<file path="config.mk">
export PLATFORM = sky130hd
export DESIGN_NAME = eag_effective_address_generator
export DESIGN_NICKNAME = d
export VERILOG_FILES = /design/src/eag_pkg.sv /design/src/eag_effective_address_generator.sv
export SDC_FILE = /design/constraint.sdc
export NUM_CORES = 1
export LEC_CHECK = 0
export ABC_AREA = 1
export BUFFER_PORTS_ARGS = -buffer_cell sky130_fd_sc_hd__clkbuf_2
export CORE_ASPECT_RATIO = 1.1
export CORE_MARGIN = 5
export CORE_UTILIZATION = 40
export CTS_BUF_LIST = sky130_fd_sc_hd__clkbuf_8
export DETAILED_ROUTE_END_ITERATION = 6
export SETUP_SLACK_MARGIN = 0.02
export SLEW_MARGIN = 20
export SYNTH_ARGS = -nofsm -noshare
export SYNTH_HDL_FRONTEND = slang
export SYNTH_SLANG_ARGS = --single-unit
</file>
<file path="constraint.sdc">
create_clock -name i_mclk -period 1.9 [get_ports i_mclk]
set_input_delay 0.095 -clock i_mclk [delete_from_list [all_inputs] [get_ports i_mclk]]
set_output_delay 0.095 -clock i_mclk [all_outputs]
set_load 0.005 [all_outputs]
</file>
<file path="src/eag_pkg.sv">
/*
  Package for the effective address generator: operand sizes, address
  modes, immediate classes, decoded register selects and carrier structs.
  Assumes a single 32-bit core clock domain; no software registers.
*/
package eag_pkg;

  // ------------------------------------------------------------
  // widths and constants
  // ------------------------------------------------------------
  localparam int unsigned       DATA_W      = 32;
  localparam logic [31:0]       PC_STEP     = 32'h0000_0004;
  localparam logic [31:0]       LONG_ALIGN  = 32'hFFFF_FFFC;
  localparam logic [1:0]        TRAP_SHIFT  = 2'h2;
  localparam logic [1:0]        BRANCH_SHIFT = 2'h1;
  localparam logic [31:0]       ADDR_RESET  = 32'h0000_0000;

  // ------------------------------------------------------------
  // enumerations
  // ------------------------------------------------------------
  typedef enum logic [1:0] {
    SZ_BYTE = 2'b00,
    SZ_WORD = 2'b01,
    SZ_LONG = 2'b10,
    SZ_QUAD = 2'b11
  } eag_size_e;

  typedef enum logic [2:0] {
    MODE_REG_DISP4  = 3'b000,
    MODE_REG_INDEX  = 3'b001,
    MODE_BASE_DISP8 = 3'b010,
    MODE_BASE_INDEX = 3'b011,
    MODE_PC_BRANCH  = 3'b100,
    MODE_REG_BRANCH = 3'b101,
    MODE_PC_LOAD    = 3'b110
  } eag_mode_e;

  typedef enum logic [1:0] {
    IMM_ZERO_EXT = 2'b00,
    IMM_SIGN_EXT = 2'b01,
    IMM_TRAP     = 2'b10
  } eag_imm_e;

  // ------------------------------------------------------------
  // carriers
  // ------------------------------------------------------------
  typedef struct packed {
    logic        valid;
    eag_mode_e   mode;
    eag_size_e   size;
    logic [11:0] disp;
    logic        privileged;
    logic [31:0] source_value;
    logic [31:0] global_base_register;
    logic [31:0] index_register_zero;
    logic [31:0] pc;
  } eag_addr_req_s;

  typedef struct packed {
    logic        valid;
    eag_imm_e    kind;
    logic [7:0]  imm;
  } eag_imm_req_s;

  typedef struct packed {
    logic [3:0] destination_register_field;
    logic [3:0] source_register_field;
    logic [2:0] pair_field;
    logic [1:0] vector_field;
  } eag_fields_s;

  typedef struct packed {
    logic [3:0] destination_register_index;
    logic [3:0] float_single_register;
    logic [3:0] double_pair_register;
    logic [3:0] extended_pair_register;
    logic [2:0] banked_general_register;
    logic [3:0] float_vector_register;
  } eag_selects_s;

endpackage

</file>
<file path="src/eag_effective_address_generator.sv">
/*
  Effective address generator: forms operand and branch-target addresses,
  extends 8-bit immediates and decodes register-number fields. Results are
  registered one clock after a valid request.
  Assumes the decoder presents register contents already read out and the
  current privilege level; inputs are synchronous to i_mclk.
  Limitations: a refused privileged request leaves the address register
  untouched and raises a one-cycle fault pulse instead; mode code 7 and
  immediate kind code 3 have no instruction behind them and fall back to a
  zero address and to zero-extension. Additions wrap silently, so an
  address that crosses the top of the space comes back near zero; the
  load-store side must not rely on an overflow flag from this block.
  Results stand for one cycle as pulses; address and immediate then hold.
*/
// Notes on behaviour
// RULE_01 - register plus zero-extended disp4 scaled by size
// RULE_02 - register plus index register zero
// RULE_03 - base plus zero-extended disp8 scaled by size
// RULE_04 - base plus index register zero
// RULE_05 - pc plus four plus doubled signed disp12
// RULE_06 - pc plus four plus register contents
// RULE_07 - logic and test immediates zero-extended
// RULE_08 - move, add, compare immediates sign-extended
// RULE_09 - trap vector is zero-extended imm times four
// RULE_10 - four-bit field indexes register directly
// RULE_11 - three-bit field picks pair or bank
// RULE_12 - two-bit field picks vector base register
// RULE_13 - privileged requests refused outside privileged mode
// RULE_14 - scale factor 1,2,4,8 from operand size
// RULE_15 - longword pc load masks low two bits
// RULE_16 - additions wrap modulo two to thirty-two
`timescale 1ns/1ps
`default_nettype none

module eag_effective_address_generator (
  // clock and reset
  input  wire logic                  i_mclk,
  input  wire logic                  i_reset,
  // decoder side
  input  wire eag_pkg::eag_addr_req_s i_addr_req,
  input  wire eag_pkg::eag_imm_req_s  i_imm_req,
  input  wire eag_pkg::eag_fields_s   i_fields,
  input  wire logic                  i_privileged_mode,
  // load-store and branch side
  output logic                       o_addr_valid,
  output logic [31:0]                o_addr,
  output logic                       o_privilege_fault,
  output logic                       o_imm_valid,
  output logic [31:0]                o_imm,
  output eag_pkg::eag_selects_s      o_selects
);

  // ------------------------------------------------------------
  // helpers
  // ------------------------------------------------------------
  // displacement scaled by operand size; used for both disp4 and disp8
  function automatic logic [31:0] scale_disp(input logic [7:0] disp,
                                             input eag_pkg::eag_size_e size);
    logic [31:0] ext;
    ext = {24'h00_0000, disp};
    scale_disp = ext; // return value set on every path
    unique case (size)
      eag_pkg::SZ_BYTE: scale_disp = ext;                  // RULE_14
      eag_pkg::SZ_WORD: scale_disp = {ext[30:0], 1'b0};    // RULE_14
      eag_pkg::SZ_LONG: scale_disp = {ext[29:0], 2'b00};   // RULE_14
      eag_pkg::SZ_QUAD: scale_disp = {ext[28:0], 3'b000};  // RULE_14
    endcase
  endfunction

  // 32-bit add, carry out dropped on purpose: no overflow indication
  // the core treats addresses as a ring, so a wrap is never an error
  function automatic logic [31:0] add32(input logic [31:0] a, input logic [31:0] b);
    logic [32:0] full;
    full = {1'b0, a} + {1'b0, b};
    add32 = full[31:0]; // RULE_16
  endfunction

  // ------------------------------------------------------------
  // address datapath
  // ------------------------------------------------------------
  // next and registered values of the address group
  logic        next_addr_valid;
  logic [31:0] next_addr;
  logic        next_privilege_fault;
  logic        addr_valid;
  logic [31:0] addr;
  logic        privilege_fault;

  // one mode at a time; a refused request yields a fault pulse, no address
  always_comb begin
    logic [31:0] pc_plus4;
    logic [31:0] branch_off;
    logic [31:0] sum;
    // pc plus four is shared by both branch forms and the word load
    pc_plus4   = add32(i_addr_req.pc, eag_pkg::PC_STEP);
    branch_off = {{19{i_addr_req.disp[11]}}, i_addr_req.disp, 1'b0}; // RULE_05
    sum        = eag_pkg::ADDR_RESET;
    // mode code 7 has no addressing form and leaves a zero sum
    unique case (i_addr_req.mode)
      eag_pkg::MODE_REG_DISP4:
        sum = add32(i_addr_req.source_value,
                    scale_disp({4'h0, i_addr_req.disp[3:0]}, i_addr_req.size)); // RULE_01
      eag_pkg::MODE_REG_INDEX:
        sum = add32(i_addr_req.source_value, i_addr_req.index_register_zero); // RULE_02
      eag_pkg::MODE_BASE_DISP8:
        sum = add32(i_addr_req.global_base_register,
                    scale_disp(i_addr_req.disp[7:0], i_addr_req.size)); // RULE_03
      eag_pkg::MODE_BASE_INDEX:
        sum = add32(i_addr_req.global_base_register,
                    i_addr_req.index_register_zero); // RULE_04
      eag_pkg::MODE_PC_BRANCH:
        sum = add32(pc_plus4, branch_off); // RULE_05
      eag_pkg::MODE_REG_BRANCH:
        sum = add32(pc_plus4, i_addr_req.source_value); // RULE_06
      eag_pkg::MODE_PC_LOAD: begin
        // longword masks before adding; word form keeps the raw pc
        if (i_addr_req.size == eag_pkg::SZ_LONG) begin
          sum = add32(add32(i_addr_req.pc & eag_pkg::LONG_ALIGN, eag_pkg::PC_STEP),
                      scale_disp(i_addr_req.disp[7:0], eag_pkg::SZ_LONG)); // RULE_15
        end else begin
          sum = add32(pc_plus4, scale_disp(i_addr_req.disp[7:0], eag_pkg::SZ_WORD)); // RULE_15
        end
      end
      default: sum = eag_pkg::ADDR_RESET;
    endcase
    // refusal depends on the request and i_privileged_mode; the address register then holds
    next_privilege_fault = i_addr_req.valid & i_addr_req.privileged
                           & ~i_privileged_mode; // RULE_13
    next_addr_valid      = i_addr_req.valid & ~next_privilege_fault; // RULE_13
    // idle cycles and refusals keep the last accepted address on the pins
    next_addr            = next_addr_valid ? sum : addr;
  end

  // reset clears both pulses and parks the address at zero
  always_ff @(posedge i_mclk or posedge i_reset) begin
    if (i_reset) begin
      addr_valid      <= 1'b0;
      addr            <= eag_pkg::ADDR_RESET;
      privilege_fault <= 1'b0;
    end else begin
      addr_valid      <= next_addr_valid;
      addr            <= next_addr;
      privilege_fault <= next_privilege_fault;
    end
  end

  // ------------------------------------------------------------
  // immediate extension
  // ------------------------------------------------------------
  // next and registered values of the immediate group
  logic        next_imm_valid;
  logic [31:0] next_imm;
  logic        imm_valid;
  logic [31:0] imm;

  // held value kept when idle so the output does not toggle needlessly
  always_comb begin
    next_imm_valid = i_imm_req.valid;
    next_imm       = imm;
    // kind code 3 names no instruction class and falls back to zero-extension
    if (i_imm_req.valid) begin
      unique case (i_imm_req.kind)
        eag_pkg::IMM_ZERO_EXT: next_imm = {24'h00_0000, i_imm_req.imm}; // RULE_07
        eag_pkg::IMM_SIGN_EXT: next_imm = {{24{i_imm_req.imm[7]}}, i_imm_req.imm}; // RULE_08
        eag_pkg::IMM_TRAP:     next_imm = {22'h00_0000, i_imm_req.imm, 2'b00}; // RULE_09
        default:               next_imm = {24'h00_0000, i_imm_req.imm};
      endcase
    end
  end

  // reset clears the pulse and the held immediate
  always_ff @(posedge i_mclk or posedge i_reset) begin
    if (i_reset) begin
      imm_valid <= 1'b0;
      imm       <= eag_pkg::ADDR_RESET;
    end else begin
      imm_valid <= next_imm_valid;
      imm       <= next_imm;
    end
  end

  // ------------------------------------------------------------
  // register field decode
  // ------------------------------------------------------------
  // decoded register selects, registered to line up with the other results
  eag_pkg::eag_selects_s next_selects;
  eag_pkg::eag_selects_s selects;

  // pair codes step by two registers, vectors by four
  // the decode is pure wiring; only the register adds a cycle
  always_comb begin
    next_selects.destination_register_index = i_fields.destination_register_field; // RULE_10
    next_selects.float_single_register      = i_fields.source_register_field; // RULE_10
    next_selects.double_pair_register       = {i_fields.pair_field, 1'b0}; // RULE_11
    next_selects.extended_pair_register     = {i_fields.pair_field, 1'b0}; // RULE_11
    // bank numbers take the three-bit code unscaled
    next_selects.banked_general_register    = i_fields.pair_field; // RULE_11
    next_selects.float_vector_register      = {i_fields.vector_field, 2'b00}; // RULE_12
  end

  // selects follow the fields every cycle; no handshake
  always_ff @(posedge i_mclk or posedge i_reset) begin
    if (i_reset) begin
      selects <= '0;
    end else begin
      selects <= next_selects;
    end
  end

  // ------------------------------------------------------------
  // result outputs
  // ------------------------------------------------------------
  // plain copies of registers, so every pin settles right after the edge
  assign o_addr_valid      = addr_valid;
  assign o_addr            = addr;
  assign o_privilege_fault = privilege_fault;
  assign o_imm_valid       = imm_valid;
  assign o_imm             = imm;
  assign o_selects         = selects;

endmodule

`default_nettype wire

</file>
==> results.sh, run 1 <==
export IMPL_run_status="finished with violations"
export IMPL_failing_checks="setup timing"
export IMPL_cp_cell_sequence="clkbuf_16 > ha_4 > nand2_4 > nor2_4 > buf_6 > xor2_4 > nor2_2 > a221oi_2 > ha_1 > a21oi_2 > o21ai_2 > o21bai_4 > buf_4 > nand4_1 > o211ai_1 > a21oi_1 > o21ai_2 > nand3b_1 > nand2_1 > nand2_1"
export IMPL_path_buf_inv=3
export IMPL_cts_sinks=59
export IMPL_post_synth_xor_area_fraction=0.0195
export IMPL_hold_ws_ns=0.0253
export IMPL_drt_iter0_drc=1964
export IMPL_yosys_warnings=0
export IMPL_clk_pin_slew_worst_paths_ns=0.07
export IMPL_met2_usage=0.674
export IMPL_avgSynthCellArea_um2=5.66
export IMPL_minimum_setup_slack_in_the_final_design_ns=-0.982
export IMPL_grt_antenna_before_repair=1
export IMPL_crit_path_max_delay_family="compound AO/OA/AOI/OAI gates"
export IMPL_clock_skew_final_ns=0
export IMPL_fp_dieArea_mm2=0.0340
export IMPL_design_core_area_mm2=0.0303
export IMPL_tritoncts="built"
export IMPL_worst_ep_arrival_time_ns=3.18
export IMPL_drc=0
export IMPL_place_detailed_hpwl_um=55800
export IMPL_gr_usage_met1=0.488
export IMPL_dp_worst_setup_slack_ns=-1.72
export IMPL_drt_wl_total_um=73000
export IMPL_syn_area_mm2=0.0122
export IMPL_dieWidth_um=176
export IMPL_max_freq_mhz=347
export IMPL_synth_mux_area_fraction=0
export IMPL_number_of_instances_in_the_synthesized_netlist=2148
export IMPL_port_buffers=259
export IMPL_crit_slowest_cell="sky130_fd_sc_hd__ha_1"
export IMPL_rows=67
export IMPL_global_route_wire_length_before_repair_um=103000
export IMPL_io_pins=264
export IMPL_gpl_final_weighted_congestion=1.10
export IMPL_drt_first_pass_iters=6
export IMPL_synth_sequential_area_ratio=0.121
export IMPL_synthSimpleGateAreaFrac=0.412
export IMPL_whs_path_depth=3
export IMPL_worstSetupEndpointType="register"
export IMPL_cpPeakStageDelay_ns=0.35
export IMPL_synthArstFlopShare=1.00
export IMPL_ctsRootBufferMaster="sky130_fd_sc_hd__clkbuf_8"
export IMPL_grt_max_degree=37
export IMPL_critical_path_max_fanout=4
export IMPL_max_vdd_ir_drop_mv=0.324
export IMPL_groute_usage_overall=0.393
export IMPL_worst_setup_path_type="input pin to register"
export IMPL_grt_util_met3=0.0400
export IMPL_cp_data_required_time_ns=2.19
export IMPL_max_clock_path_buffers=2
export IMPL_vias_after_detailed_routing=19594
export IMPL_rsz0062_at_grt="true"
export IMPL_ffs_latches_synth=59
export IMPL_synth_edf_count=0
export IMPL_critPathLaunchType="input pin"
export IMPL_cp_depth=20
export IMPL_worst_skew_pair_late_latency_ns=0.36
export IMPL_yosys_most_used_dff="sky130_fd_sc_hd__dfrtp_1"
export IMPL_synth_compound_area_frac=0.208
export IMPL_average_wire_per_cell_in_the_routed_design_um=20.6
export IMPL_netlist_cell_type_count=53
export IMPL_drv_slew=0
export IMPL_fin_nets=3406
export IMPL_final_core_utilization=0.781
export IMPL_cellLeakagePower_nw=11.6
export IMPL_worst_hold_path_type="input pin to register"
export IMPL_timing_worst_slew_pin_value_ns=0.579
export IMPL_worst_r2r_path_depth=2
export IMPL_layout_worst_path_cycle_share=1.52
export IMPL_floorplan_initialDensity=0.402
export IMPL_detail_route_antenna_nets=0
export IMPL_tritoncts_num_buffers=9
export IMPL_timing_final_hold_violations=0
export IMPL_number_of_maximum_capacitance_constraint_violations=0
export IMPL_finalWorstPathRequiredPeriod_ns=2.88
export IMPL_drive_gt1_frac=0.539
export IMPL_synth_adder_area_share=0.121
export IMPL_grt_ovfl_total=0
export IMPL_setup_viol=31
export IMPL_slew_headroom=0.614
export IMPL_grt_busiest_layer="met2"
export IMPL_via_count_of_the_first_global_routing_pass=18625
export IMPL_cts_htree_levels=3
export IMPL_vias_per_cell=5.54
export IMPL_area_growth_syn_to_layout_pct=94.5
export IMPL_synth_top_family_by_area="simple AND/OR/NAND/NOR gates"
export IMPL_power_density_cell_area_mw_per_mm2=418
export IMPL_fp_dieH_um=193
## Yosys cell counts (19+ instances only)
cell	count	area share
sky130_fd_sc_hd__nand3_1	174	0.072
sky130_fd_sc_hd__buf_4	31	0.019
sky130_fd_sc_hd__inv_1	274	0.085
sky130_fd_sc_hd__dfrtp_1	59	0.12
sky130_fd_sc_hd__o22ai_1	30	0.015
sky130_fd_sc_hd__ha_1	111	0.11
sky130_fd_sc_hd__or2_2	20	0.010
sky130_fd_sc_hd__nand4_1	35	0.018
sky130_fd_sc_hd__o21ai_0	154	0.063
sky130_fd_sc_hd__nor3_1	29	0.012
sky130_fd_sc_hd__nand2_2	27	0.014
sky130_fd_sc_hd__nand2_1	572	0.18
sky130_fd_sc_hd__nor2_1	227	0.070
sky130_fd_sc_hd__a21oi_1	186	0.077
sky130_fd_sc_hd__nor2_2	19	0.0098
## cells by family after synthesis
| kind of cell | count (synthesis) |
|---|---|
| XOR/XNOR | 27 |
| AO/OA/AOI/OAI | 457 |
| adder cells (fa/ha/maj) | 115 |
| AND/OR/NAND/NOR | 1142 |
| flip-flops | 59 |
| buffers and inverters | 347 |
| other | 1 |
## path summary, 6_finish.rpt
path,from,end,slack [ns]
worst max-delay path,i_addr_req[2],o_addr[25],-0.98
worst min-delay path,i_imm_req[1],o_imm[1],0.03
worst max register to register,o_imm[30],o_imm[30],0.97
worst min register to register,o_addr[24],o_addr[24],0.48
max in group asynchronous,i_reset,o_imm[30],1.01
min in group asynchronous,i_reset,o_addr[10],0.31
## placed cells by master (no fill, tap or decap), drive strengths merged, types with 2 or more instances in the layout
cell           n
buf          737
nand2        601
inv          286
clkbuf       263
nor2         261
a21oi        186
nand3        176
o21ai        165
ha           111
dfrtp         59
nand4         35
nor3          31
o22ai         30
or2           20
dlygate4sd3   19
o21bai        18
xor2          14
xnor2         13
a31oi         13
o211ai        12
a21o          10
nand3b         7
clkinv         6
o21a           5
nor4           5
conb           4
clkinvlp       4
o221ai         4
fa             4
o31ai          3
a221oi         3
nand2b         2
o2111ai        2
bufinv         2
nor3b          2
a211oi         2
## metrics by stage
stage	power, mW	instance area, µm²	TNS (ns)	std cells
finish	9.89	23600	-22.40	3536
detailed placement	6.67	19000	-39.99	3413
CTS	8.94	22100	-18.20	3508
global placement	6.61	19000	-38.67	3413
floorplan	3.81	12500	-14.99	2151
global route	10.4	23600	-25.36	3535
## per-layer routing
metal  wire length [µm]  up-vias
li1                   -     9064
met1              27700     9129
met2              33800     1093
met3               6430      308
met4               5120        0
met5                  0        -
## worst reg2reg max path, cell delays in order, from the launching register on
cell                      delay [ns]
sky130_fd_sc_hd__dfrtp_1        0.68
sky130_fd_sc_hd__nand2_1        0.11
sky130_fd_sc_hd__nand2_1        0.09
## state kept, by name, summed over array words and instances, names as in the netlist
register	cells
o_addr_valid	1
o_privilege_fault	1
o_imm	11
o_addr	32
o_imm_valid	1
o_selects	13
## cell type report
class	count	area, µm²
Timing Repair Buffer	1010	7480
Clock inverter	6	91.3
Antenna cell	1	2.50
Tap cell	414	518
Timing Repair inverter	1	7.51
Multi-Input combinational cell	1745	12800
Clock buffer	9	124
Sequential cell	59	1480
Fill cell	2247	6620
Inverter	291	1130
## report_power, final
part	total [mW]	switching, mW	internal (mW)
registers	1.54	0.116	1.42
clock network	1.30	0.573	0.732
logic	7.05	3.79	3.26
## timing repair
| action | 4_1_cts | 5_1_grt |
|---|---|---|
| gates cloned | 1 | 0 |
| endpoints found under the hold margin | 40 | 0 |
| pin swaps | 160 | 155 |
| hold buffers | 19 | 0 |
| resized for setup | 543 | 325 |
| setup endpoints to repair | 31 | 31 |
| setup buffers | 69 | 38 |
No activity file was read; power rests on OpenSTA's default activity.
==> run 2: changes to the inputs <==
ABC_CLOCK_PERIOD_IN_PS = 1900   (was not set)
CORE_ASPECT_RATIO = 0.8   (was 1.1)
CTS_BUF_LIST = sky130_fd_sc_hd__clkbuf_4   (was sky130_fd_sc_hd__clkbuf_8)
==> run 2 against run 1 <==
- the run still ends with setup timing left
- first-iteration DRC count rose by 2.0%
- wire length is 7.1% lower
- clock-buffer cell count is 1 higher
- worst hold slack improved by 0.020 ns
- final cell count fell by 0.74%
- global-route usage fell by 2.1 points
- utilization is 4.7 points lower
- register-to-register slack lost 0.41 ns
- power down 12%
- combinational power fell by 12%
- worst setup slack better by 0.21 ns
- critical path type unchanged
- critical endpoint is now o_addr[26]
==> results.sh, run 2 (same netlist as run 1, synthesis figures left out) <==
export IMPL_worst_r2r_path_depth=3
export IMPL_rsz0062_at_grt="true"
export IMPL_worstSetupEndpointType="register"
export IMPL_dieWidth_um=205
export IMPL_fp_dieH_um=166
export IMPL_final_core_utilization=0.734
export IMPL_postPlaceCellArea_mm2=0.0185
export IMPL_failing_checks="setup timing"
export IMPL_rows=57
export IMPL_cts_htree_levels=3
export IMPL_layout_worst_path_cycle_share=1.41
export IMPL_worst_hold_path_type="input pin to asynchronous set/reset pin"
export IMPL_cts_sinks=59
export IMPL_area_growth_syn_to_layout_pct=82.2
export IMPL_finalInstanceArea_mm2=0.0221
export IMPL_cellLeakagePower_nw=11.2
export IMPL_largest_reg_flops=32
export IMPL_via_count_of_the_first_global_routing_pass=17958
export IMPL_detail_route_antenna_nets=0
export IMPL_finalWorstPathRequiredPeriod_ns=2.67
export IMPL_critPathLaunchType="input pin"
export IMPL_port_buffers=259
export IMPL_fp_dieArea_mm2=0.0340
export IMPL_fin_nets=3380
export IMPL_worst_setup_path_type="input pin to register"
export IMPL_clk_pin_slew_worst_paths_ns=0.16
export IMPL_worst_skew_pair_late_latency_ns=0.47
export IMPL_fillerInstances=2565
export IMPL_drt_wl_total_um=67800
export IMPL_timing_worst_slew_pin_value_ns=0.624
export IMPL_critical_register_to_register_path_startpoint="o_imm[4]"
export IMPL_max_freq_mhz=374
export IMPL_io_pins=264
export IMPL_tritoncts_num_buffers=9
export IMPL_global_route_wire_length_before_repair_um=99900
export IMPL_drt_iter0_drc=2004
export IMPL_tritoncts="built"
export IMPL_dp_worst_setup_slack_ns=-1.63
export IMPL_groute_usage_overall=0.372
export IMPL_run_status="finished with violations"
export IMPL_cp_data_required_time_ns=2.32
export IMPL_setup_viol=28
export IMPL_grt_ovfl_total=0
export IMPL_minimum_setup_slack_in_the_final_design_ns=-0.771
export IMPL_number_of_maximum_capacitance_constraint_violations=0
export IMPL_drc=0
export IMPL_gpl_final_weighted_congestion=1.03
export IMPL_floorplan_initialDensity=0.403
export IMPL_max_clock_path_buffers=2
export IMPL_average_wire_per_cell_in_the_routed_design_um=19.3
export IMPL_ctsRootBufferMaster="sky130_fd_sc_hd__clkbuf_4"
export IMPL_grt_antenna_before_repair=1
export IMPL_leading_cell_type_in_the_layout_fill_and_taps_excluded="sky130_fd_sc_hd__buf_4"
export IMPL_slew_headroom=0.580
export IMPL_grt_max_degree=47
export IMPL_vias_after_detailed_routing=19006
export IMPL_drt_first_pass_iters=6
export IMPL_rr_endpoint="o_imm[4]"
export IMPL_hold_ws_ns=0.0457
export IMPL_vias_per_cell=5.41
export IMPL_setup_tns_ns=-16.11
export IMPL_drv_slew=0
export IMPL_clock_skew_final_ns=0
export IMPL_power_density_cell_area_mw_per_mm2=392
export IMPL_timing_final_hold_violations=0
export IMPL_max_vdd_ir_drop_mv=0.337
export IMPL_critical_path_max_fanout=4
export IMPL_design_core_area_mm2=0.0302
export IMPL_r2r_setup_slack_ns=0.56
export IMPL_mostFrequentLayoutCells="sky130_fd_sc_hd__buf_4, sky130_fd_sc_hd__nand2_1, sky130_fd_sc_hd__clkbuf_2"
export IMPL_drive_gt1_frac=0.496
export IMPL_place_detailed_hpwl_um=53700
export IMPL_worst_ep_arrival_time_ns=3.09
run 2: cell types whose count changed in the layout (fill, tap and decap cells not counted), sizes merged:
cell	previous run	this run
bufinv	2	0
dlygate4sd3	19	28
clkbuf	263	266
buf	737	700
clkinvlp	4	5
clkinv	6	7
run 2: critical path, cell delays in order:
cell,delay (ns)
sky130_fd_sc_hd__clkbuf_16,0.11
sky130_fd_sc_hd__ha_4,0.14
sky130_fd_sc_hd__nand2_4,0.06
sky130_fd_sc_hd__nor2_4,0.22
sky130_fd_sc_hd__nand2_4,0.18
sky130_fd_sc_hd__inv_4,0.09
sky130_fd_sc_hd__nand4_1,0.09
sky130_fd_sc_hd__nand2_2,0.13
sky130_fd_sc_hd__inv_2,0.07
sky130_fd_sc_hd__ha_4,0.27
sky130_fd_sc_hd__buf_6,0.10
sky130_fd_sc_hd__nand2_4,0.06
sky130_fd_sc_hd__nor2_4,0.11
sky130_fd_sc_hd__inv_2,0.05
sky130_fd_sc_hd__nor2_4,0.15
sky130_fd_sc_hd__nand4_1,0.23
sky130_fd_sc_hd__nand3b_1,0.22
sky130_fd_sc_hd__buf_4,0.14
sky130_fd_sc_hd__nand2_2,0.05
sky130_fd_sc_hd__nand2_1,0.05
sky130_fd_sc_hd__nand2_1,0.05
sky130_fd_sc_hd__nand3_2,0.09
sky130_fd_sc_hd__nand2_1,0.06
sky130_fd_sc_hd__inv_1,0.05
sky130_fd_sc_hd__nand3_1,0.06
sky130_fd_sc_hd__nand2_1,0.06
sky130_fd_sc_hd__nand2_1,0.05
run 2: worst max-delay path by stage:
stage / slack, ns / depth (start not counted) / endpoint / from
2_1_floorplan: -0.64 / 21 / o_addr[31] / i_addr_req[143]
3_3_place_gp: -1.59 / 24 / o_addr[22] / i_addr_req[3]
3_5_place_dp: -1.63 / 24 / o_addr[22] / i_addr_req[2]
4_1_cts: -0.61 / 27 / o_addr[26] / i_addr_req[3]
5_1_grt: -0.86 / 23 / o_addr[29] / i_addr_req[3]
6_report: -0.77 / 27 / o_addr[26] / i_addr_req[3]
run 2: through the flow:
step                total power, mW  std cells
floorplan                      3.81       2151
global placement               6.39       3363
detailed placement             6.45       3363
CTS                            8.06       3475
global route                   9.17       3510
finish                         8.68       3510
run 2: layer usage:
metal / wire length, µm / GRT usage
met5: 0 / 0
met3: 6340 / 0.0562
met2: 29000 / 0.567
met4: 3050 / 0.130
met1: 29400 / 0.535
run 2: where the power goes:
group | switching (mW) | internal, mW | leakage [nW]
Combinational | 3.30 | 2.91 | 10.5
Clock | 0.655 | 0.278 | 0.0507
Sequential | 0.124 | 1.42 | 0.728
Total | 4.08 | 4.61 | 11.2
run 2: what timing repair did:
action                                 CTS  global route
endpoints found under the hold margin   85             0
buffers inserted                        69            44
hold buffers                            28             0
gates resized for setup                388           246
cloned                                   0             1
setup endpoints to repair               30            30
pin swaps                              127            96
run 2: final cells by class:
type | instances | area [µm²] | area share
antenna | 1 | 2.50 | 0.000113
clock buffer | 10 | 75.1 | 0.00339
clock inverter | 6 | 42.5 | 0.00192
inverter | 291 | 1120 | 0.0508
multi-input combinational | 1745 | 11800 | 0.532
sequential | 59 | 1480 | 0.0667
tap | 413 | 517 | 0.0233
timing repair buffer | 984 | 7100 | 0.321
timing repair inverter | 1 | 11.3 | 0.000509
